### config.mk
export PLATFORM = sky130hd
export DESIGN_NAME = slave_capability_config_register
export DESIGN_NICKNAME = d
export VERILOG_FILES = /design/src/core/cap_cfg_pkg.sv /design/src/core/slave_capability_config_register.sv
export VERILOG_INCLUDE_DIRS = /design/src /design/src/core
export SDC_FILE = /design/constraint.sdc
export NUM_CORES = 1
export LEC_CHECK = 0
export CAP_MARGIN = 10
export CORE_MARGIN = 2
export CORE_UTILIZATION = 50
export CTS_CLUSTER_DIAMETER = 120
export DETAILED_ROUTE_END_ITERATION = 7
export DONT_BUFFER_PORTS = 1
export PLACE_DENSITY = 0.77
export REMOVE_ABC_BUFFERS = 1
export SYNTH_ARGS = -nofsm -noshare
export SYNTH_HDL_FRONTEND = slang
export SYNTH_SLANG_ARGS = --single-unit
export TNS_END_PERCENT = 50
### constraint.sdc
create_clock -name mclk -period 3.6 [get_ports mclk]
set_input_delay 0.36 -clock mclk [delete_from_list [all_inputs] [get_ports mclk]]
set_output_delay 0.36 -clock mclk [all_outputs]
set_load 0.05 [all_outputs]
### src/core/cap_cfg_defs.svh
// Offsets, field positions, reset values and counts for the capability and
// configuration register bank. Definitions only; included by bare name.
`ifndef CAP_CFG_DEFS_SVH
`define CAP_CFG_DEFS_SVH

// -----------------------------------------------------------------------
// Register map
// -----------------------------------------------------------------------
`define CAP_CFG_OFFSET      32'h0000_0008
`define CAP_ADDR_MSB        31

// -----------------------------------------------------------------------
// Field positions
// -----------------------------------------------------------------------
`define ALERT_MODE_BIT      28
`define OD_SELECT_BIT       23
`define OPER_FREQ_MSB       22
`define OPER_FREQ_LSB       20
`define OD_SUPPORT_BIT      19
`define MAX_FREQ_MSB        18
`define MAX_FREQ_LSB        16
`define WAIT_LIMIT_MSB      15
`define WAIT_LIMIT_LSB      12
`define CHANNEL_MSB         7
`define CHANNEL_LSB         0

// -----------------------------------------------------------------------
// Reset values and encodings
// -----------------------------------------------------------------------
`define ALERT_MODE_RESET    1'b0
`define OD_SELECT_RESET     1'b0
`define OPER_FREQ_RESET     3'h0
`define WAIT_LIMIT_RESET    4'h0
`define FREQ_HIGHEST_CODE   3'h4
`define WAIT_ZERO_MEANS     5'h10

// -----------------------------------------------------------------------
// Serial clocks per byte time
// -----------------------------------------------------------------------
`define SCLK_PER_BYTE_SINGLE 4'h8
`define SCLK_PER_BYTE_DUAL   4'h4
`define SCLK_PER_BYTE_QUAD   4'h2
`define IO_MODE_SINGLE       2'h0
`define IO_MODE_DUAL         2'h1
`define IO_MODE_QUAD         2'h2

`endif

### src/core/cap_cfg_pkg.sv
// Types shared by the capability and configuration register bank.
// Assumes the constants header is available on the include path.
package cap_cfg_pkg;

  // -----------------------------------------------------------------------
  // Alert pin sequencing
  // -----------------------------------------------------------------------
  typedef enum logic [1:0] {
    ALERT_IDLE,
    ALERT_SIGNAL,
    ALERT_SERVICED
  } alert_state_t;

  typedef logic [2:0] freq_code_t;
  typedef logic [1:0] io_mode_t;

endpackage : cap_cfg_pkg

### src/core/slave_capability_config_register.sv
// Capability and configuration register of a serial-link slave, reached
// over AHB-Lite, plus the alert pin driver and wait-state budget it steers.
// Assumes mclk is far faster than the serial clock, and that chip select
// and serial clock arrive asynchronously and are synchronised here.
`timescale 1ns/1ps
`include "cap_cfg_defs.svh"

module slave_capability_config_register #(
  parameter logic       OD_SUPPORTED  = 1'b1,
  parameter logic [2:0] MAX_FREQ_CODE = 3'h4,
  parameter logic [7:0] CHANNELS      = 8'h0f
) (
  input  wire logic                   mclk,
  input  wire logic                   rst,
  input  wire logic                   ce,
  // AHB-Lite slave port.
  input  wire logic                   hsel,
  input  wire logic [31:0]            haddr,
  input  wire logic [1:0]             htrans,
  input  wire logic                   hwrite,
  input  wire logic [2:0]             hsize,
  input  wire logic                   hready,
  input  wire logic [31:0]            hwdata,
  output logic      [31:0]            hrdata,
  output logic                        hreadyout,
  output logic                        hresp,
  // Link side.
  input  wire logic                   csN,
  input  wire logic                   sclk,
  input  wire logic                   inbandReset,
  input  wire cap_cfg_pkg::io_mode_t  ioMode,
  input  wire logic                   alertPending,
  input  wire logic                   waitActive,
  output logic                        waitExhausted,
  output cap_cfg_pkg::freq_code_t     operFreq,
  output logic                        alertOut,
  output logic                        alertOe,
  output logic                        io1AlertOut,
  output logic                        io1AlertOe
);
  import cap_cfg_pkg::*;

  // -----------------------------------------------------------------------
  // Pin synchronisers
  // -----------------------------------------------------------------------
  logic csMeta_q;
  logic csSync_q;
  logic sclkMeta_q;
  logic sclkSync_q;
  logic sclkPrev_q;

  always_ff @(posedge mclk) begin
    if (rst) begin
      csMeta_q   <= 1'b1;
      csSync_q   <= 1'b1;
      sclkMeta_q <= 1'b0;
      sclkSync_q <= 1'b0;
      sclkPrev_q <= 1'b0;
    end else if (ce) begin
      csMeta_q   <= csN;
      csSync_q   <= csMeta_q;
      sclkMeta_q <= sclk;
      sclkSync_q <= sclkMeta_q;
      sclkPrev_q <= sclkSync_q;
    end
  end

  wire sclkRise = sclkSync_q & ~sclkPrev_q;

  // -----------------------------------------------------------------------
  // AHB-Lite address phase capture
  // -----------------------------------------------------------------------
  logic        wrPend_q;
  logic        wrHit_q;

  wire         addrPhase = hsel & htrans[1] & hready;
  wire         regHit    = (haddr == `CAP_CFG_OFFSET);
  wire         wrTake    = addrPhase & hwrite;
  wire         rdTake    = addrPhase & ~hwrite;

  // Single-cycle slave: every transfer completes with no wait state.
  assign hreadyout = 1'b1;
  assign hresp     = 1'b0;

  always_ff @(posedge mclk) begin
    if (rst) begin
      wrPend_q <= 1'b0;
      wrHit_q  <= 1'b0;
    end else if (ce) begin
      wrPend_q <= wrTake;
      wrHit_q  <= wrTake & regHit;
    end
  end

  // -----------------------------------------------------------------------
  // Configuration fields
  // -----------------------------------------------------------------------
  logic       alertMode_q;
  logic       odSelect_q;
  freq_code_t operFreq_q;
  logic [3:0] waitLimit_q;

  wire        regWrite  = wrPend_q & wrHit_q;
  wire freq_code_t freqWr = hwdata[`OPER_FREQ_MSB:`OPER_FREQ_LSB];
  // Reserved frequency codes are refused so the link never leaves the
  // documented set; the previous setting is kept instead.
  wire        freqLegal = (freqWr <= `FREQ_HIGHEST_CODE);
  wire        cfgReset  = rst | inbandReset;

  always_ff @(posedge mclk) begin
    if (cfgReset) begin
      alertMode_q <= `ALERT_MODE_RESET;
      odSelect_q  <= `OD_SELECT_RESET;
      operFreq_q  <= `OPER_FREQ_RESET;
      waitLimit_q <= `WAIT_LIMIT_RESET;
    end else if (ce && regWrite) begin
      alertMode_q <= hwdata[`ALERT_MODE_BIT];
      odSelect_q  <= hwdata[`OD_SELECT_BIT];
      waitLimit_q <= hwdata[`WAIT_LIMIT_MSB:`WAIT_LIMIT_LSB];
      if (freqLegal) begin
        operFreq_q <= freqWr;
      end
    end
  end

  assign operFreq = operFreq_q;

  // -----------------------------------------------------------------------
  // Read path
  // -----------------------------------------------------------------------
  logic [31:0] regImage;

  always_comb begin
    regImage = 32'h0000_0000;
    regImage[`ALERT_MODE_BIT] = alertMode_q;
    regImage[`OD_SELECT_BIT]  = odSelect_q;
    regImage[`OPER_FREQ_MSB:`OPER_FREQ_LSB] = operFreq_q;
    regImage[`OD_SUPPORT_BIT] = OD_SUPPORTED;
    // The maximum is a strap of the instance; every lower code is assumed
    // to be supported by the link logic that this register steers.
    regImage[`MAX_FREQ_MSB:`MAX_FREQ_LSB] = MAX_FREQ_CODE;
    regImage[`WAIT_LIMIT_MSB:`WAIT_LIMIT_LSB] = waitLimit_q;
    regImage[`CHANNEL_MSB:`CHANNEL_LSB] = CHANNELS;
  end

  // Data is registered at the address phase so it stands through the
  // data phase; a write to the same word in the previous cycle is not yet seen.
  always_ff @(posedge mclk) begin
    if (rst) begin
      hrdata <= 32'h0000_0000;
    end else if (ce && rdTake) begin
      hrdata <= regHit ? regImage : 32'h0000_0000;
    end
  end

  // -----------------------------------------------------------------------
  // Wait-state budget
  // -----------------------------------------------------------------------
  logic [3:0] sclkCnt_q;
  logic [4:0] byteCnt_q;
  logic [3:0] sclkPerByte;
  logic [4:0] byteLimit;

  always_comb begin
    case (ioMode)
      `IO_MODE_DUAL: sclkPerByte = `SCLK_PER_BYTE_DUAL;
      `IO_MODE_QUAD: sclkPerByte = `SCLK_PER_BYTE_QUAD;
      default:       sclkPerByte = `SCLK_PER_BYTE_SINGLE;
    endcase
  end

  // A zero limit means the longest budget, one step past the field range.
  assign byteLimit = (waitLimit_q == 4'h0) ? `WAIT_ZERO_MEANS
                                           : {1'b0, waitLimit_q};

  wire byteDone = sclkRise & (sclkCnt_q == sclkPerByte - 4'h1);
  wire budgetHit = (byteCnt_q >= byteLimit);

  always_ff @(posedge mclk) begin
    if (rst || !waitActive) begin
      sclkCnt_q <= 4'h0;
      byteCnt_q <= 5'h00;
    end else if (ce && !budgetHit && sclkRise) begin
      if (byteDone) begin
        sclkCnt_q <= 4'h0;
        byteCnt_q <= byteCnt_q + 5'h01;
      end else begin
        sclkCnt_q <= sclkCnt_q + 4'h1;
      end
    end
  end

  // The link logic must give its final response once this is high.
  assign waitExhausted = waitActive & budgetHit;

  // -----------------------------------------------------------------------
  // Alert signalling
  // -----------------------------------------------------------------------
  alert_state_t alertState_q;
  alert_state_t alertState_d;

  always_comb begin
    alertState_d = alertState_q;
    case (alertState_q)
      ALERT_IDLE: begin
        if (alertPending && csSync_q) begin
          alertState_d = ALERT_SIGNAL;
        end
      end
      ALERT_SIGNAL: begin
        if (!csSync_q) begin
          alertState_d = ALERT_SERVICED;
        end
      end
      ALERT_SERVICED: begin
        if (csSync_q) begin
          alertState_d = ALERT_IDLE;
        end
      end
      default: alertState_d = ALERT_IDLE;
    endcase
  end

  always_ff @(posedge mclk) begin
    if (rst) begin
      alertState_q <= ALERT_IDLE;
    end else if (ce) begin
      alertState_q <= alertState_d;
    end
  end

  // Open-drain needs the select, the dedicated pin and OD_SUPPORTED; with only the
  // select set, the pin stays a driven output so nothing is left floating.
  wire useOpenDrain = alertMode_q & odSelect_q & OD_SUPPORTED;
  wire alertLow     = (alertState_q == ALERT_SIGNAL);

  logic alertOut_q;
  logic alertOe_q;
  logic io1Out_q;
  logic io1Oe_q;

  always_ff @(posedge mclk) begin
    if (rst) begin
      alertOut_q <= 1'b1;
      alertOe_q  <= 1'b1;
      io1Out_q   <= 1'b1;
      io1Oe_q    <= 1'b0;
    end else if (ce) begin
      alertOut_q <= ~(alertLow & alertMode_q);
      alertOe_q  <= useOpenDrain ? (alertLow & alertMode_q) : 1'b1;
      io1Out_q   <= 1'b0;
      io1Oe_q    <= alertLow & ~alertMode_q;
    end
  end

  assign alertOut    = alertOut_q;
  assign alertOe     = alertOe_q;
  assign io1AlertOut = io1Out_q;
  assign io1AlertOe  = io1Oe_q;

endmodule : slave_capability_config_register

==> impl_metrics.yaml <==
critical_path:
  path_class: "flip-flop to output port"
  critPathArrivalTime_ns: 2.09
  r2r-start: "waitLimit_q[2]"
  startpoint_type: "flip-flop"
  critPathMaxFanout: 4
  rr_endpoint: "sclkCnt_q[3]"
  reg2reg_slack_ns: 1.25
  crit_required_ns: 3.24
  critPathCaptureType: "output port"
  reg2regPathDepth: 6
synth:
  ys_ff_latch: 41
  synth-edff-count: 0
  synth-seq-area-share_pct: 38.5
  synth.distinct_cells: 46
  yosysWarnings: 0
  avgSynthCellArea_um2: 8.16
  synthArstFlopShare_pct: 0
  yosys-top-cells-area: "dfxtp_1 (39%), buf_4 (8.5%), a21oi_1 (6.3%)"
  netlist_instances: 261
  synth.top_cell.area_share_pct: 38.5
  synth_flop_cell: "dfxtp_1"
  synth_area_um2: 2130
  synth_top_area_cell: "dfxtp_1"
die:
  start_util_pct: 52.5
  rows: 23
  die_y_um: 69.3
  core_area_um2: 4060
  die-area_um2: 4800
  die_w_um: 69.3
  ios: 124
cts:
  cts_resized: 0
  cts-root-buf: "clkbuf_8"
  htreeDepth: 2
  worst_skew_pair.late_latency_ns: 0.28
  cts_tree: "yes"
  cts_buffer_depth: 2
  clock-sinks: 41
  postCtsSetupRepairBufs: 0
  clk_pin_slew_worst_paths_ns: 0.08
  hold_buffers: 0
  cts_inserted_buffers: 5
timing:
  rsz0062_at_grt: "false"
  slew_violations: 0
  period_needed_ns: 2.45
  clock.fmax_mhz: 409
  finalSetupViolCount: 0
  whs_ns: 0.138
  finalHoldViolations: 0
  fin_crit_sh_pct: 67.9
  slew_headroom_pct: 43.6
  finalSetupTns_ns: 0
  fin_skew_ns: 0.00376
  worst_pin_slew_ns: 0.845
placement:
  placed_area_um2: 2030
  dp_hpwl_um: 3130
  port_buffers: 0
  place.gp.congestion: 0.801
  placed_cells: 293
layout:
  instances_no_fill: 300
  final_common_cell: "dfxtp_1"
  antenna_cells: 0
  post-route-util_pct: 52.3
  syn_to_final_growth_pct: -0.411
  drive_gt1_share_pct: 7.20
  fin_area_um2: 2120
  layout.nets: 340
  final_cell_mix: "dfxtp_1 (40), nand2_1 (33), a21oi_1 (27)"
global_routing:
  first_global_vias: 1606
  antenna_found_initial: 0
  use_met1_pct: 23.7
  grt_pass1_wl_um: 7280
  grt.busiest_layer: "met2"
  grt_overflow: 0
  grt_use_met3_pct: 5.67
  grt_max_degree: 26
  gr-usage-all-layers_pct: 18.4
  grt_use_met2_pct: 29.9
power_and_ir_drop:
  clkPwrFrac_pct: 35.7
  p_leak_uw: 0.000802
  p_int_uw: 622
  power_frac_comb_pct: 8.5
  pwr-share-seq_pct: 55.8
  switching_power_uw: 212
  p_per_area_nw_per_um2: 393
  ir_worst_vdd_uv: 337
  p_sw_share_pct: 25.4
run:
  maxCapViolations: 0
drt:
  remaining_drc_errors: 0
  drt-pass1-iter-count: 4
  vias: 1654
  drt_wl_total_um: 4230
  vias_per_cell: 5.51
  ant_nets: 0
  avgRoutedWirePerCell_um: 14.1
  drt_iter0_drc: 93
worst_hold_path:
  worstHoldPathCells: 1
  worstHoldStart: "rst"
  hold_class: "input pin to flip-flop"
  min_to: "hrdata[19]"
outcome:
  status: "finished, final reports clean"
[critical path, cell delays in order, from the launching register on]
cell	delay [ns]
dfxtp_1	0.34
or4_1	0.55
ha_1	0.32
nor2b_1	0.14
o21a_1	0.45
[per-stage QoR]
step                      setup slack (ns)  total power, µW
after floorplan                       1.02              542
after global placement                1.32              545
after detailed placement              1.27              546
after CTS                             1.14              846
after global routing                  1.08              869
final                                 1.15              834
[logic make-up (layout without fill, tap and decap cells)]
family / Yosys count / count (layout) / synth area share, %
adders and majority gates: 8 / 8 / 4.70
AOI/OAI and AO/OA: 51 / 51 / 14.7
DFF: 41 / 41 / 38.5
and+or+nand+nor: 103 / 103 / 24.6
other: 2 / 19 / 0.353
xor gates and xnor gates: 3 / 3 / 1.23
buffers and inverters: 47 / 19 / 12.9
muxes: 6 / 6 / 2.94
[final cells by class]
class,instances,area (µm²)
flip-flops and latches,41,825
well taps,50,62.6
multi-input cells,190,1100
inverters,12,45.0
clock inverters,1,7.51
fillers,391,1940
clock buffers,6,82.6
[registers in the layout, indices dropped and copies added, names as in the netlist, 2 cells and up]
name,cells
alertState_q,2
byteCnt_q,5
hrdata,10
operFreq,3
sclkCnt_q,4
waitLimit_q,4
[Yosys cell counts (all sizes together) (2+ instances only)]
master	n
conb	2
xnor2	2
nor2b	3
inv	12
a211o	2
nand2	33
o21ai	8
ha	8
a21oi	28
nor3	5
nand3	17
a21o	3
clkbuf	9
mux2i	4
nand2b	4
a31oi	2
or2	2
or4	2
mux2	2
dfxtp	41
nand4	4
nor2	18
buf	26
nor4	7
[routing by layer]
layer  share of wire (%)  wire, µm  vias to the layer above
met5                   0         0                        -
met4                 1.1        48                        0
met3                 6.1       256                        5
met2                  47      1970                       54
met1                  46      1950                      762
li1                    -         -                      833
[worst max path at each step]
| stage | startpoint | cells after the start | to | slack (ns) |
|---|---|---|---|---|
| finish | waitLimit_q[2] | 4 | waitExhausted | 1.15 |
| global route | waitLimit_q[2] | 4 | waitExhausted | 1.08 |
| CTS | waitLimit_q[2] | 4 | waitExhausted | 1.14 |
| detailed placement | waitLimit_q[2] | 6 | sclkCnt_q[3] | 1.27 |
| global placement | waitLimit_q[2] | 6 | sclkCnt_q[3] | 1.32 |
| floorplan | hrdata[19] | 2 | hrdata[19] | 1.02 |
[power groups by stage]
| stage | sequential (µW) | clock, µW | combinational [µW] |
|---|---|---|---|
| after floorplan | 476 | 0 | 65.7 |
| after global placement | 476 | 0 | 69.1 |
| after detailed placement | 476 | 0 | 70.1 |
| after CTS | 465 | 310 | 70.3 |
| after global routing | 466 | 328 | 75.5 |
| final | 466 | 298 | 70.5 |
Power figures use the tool's default switching activity.
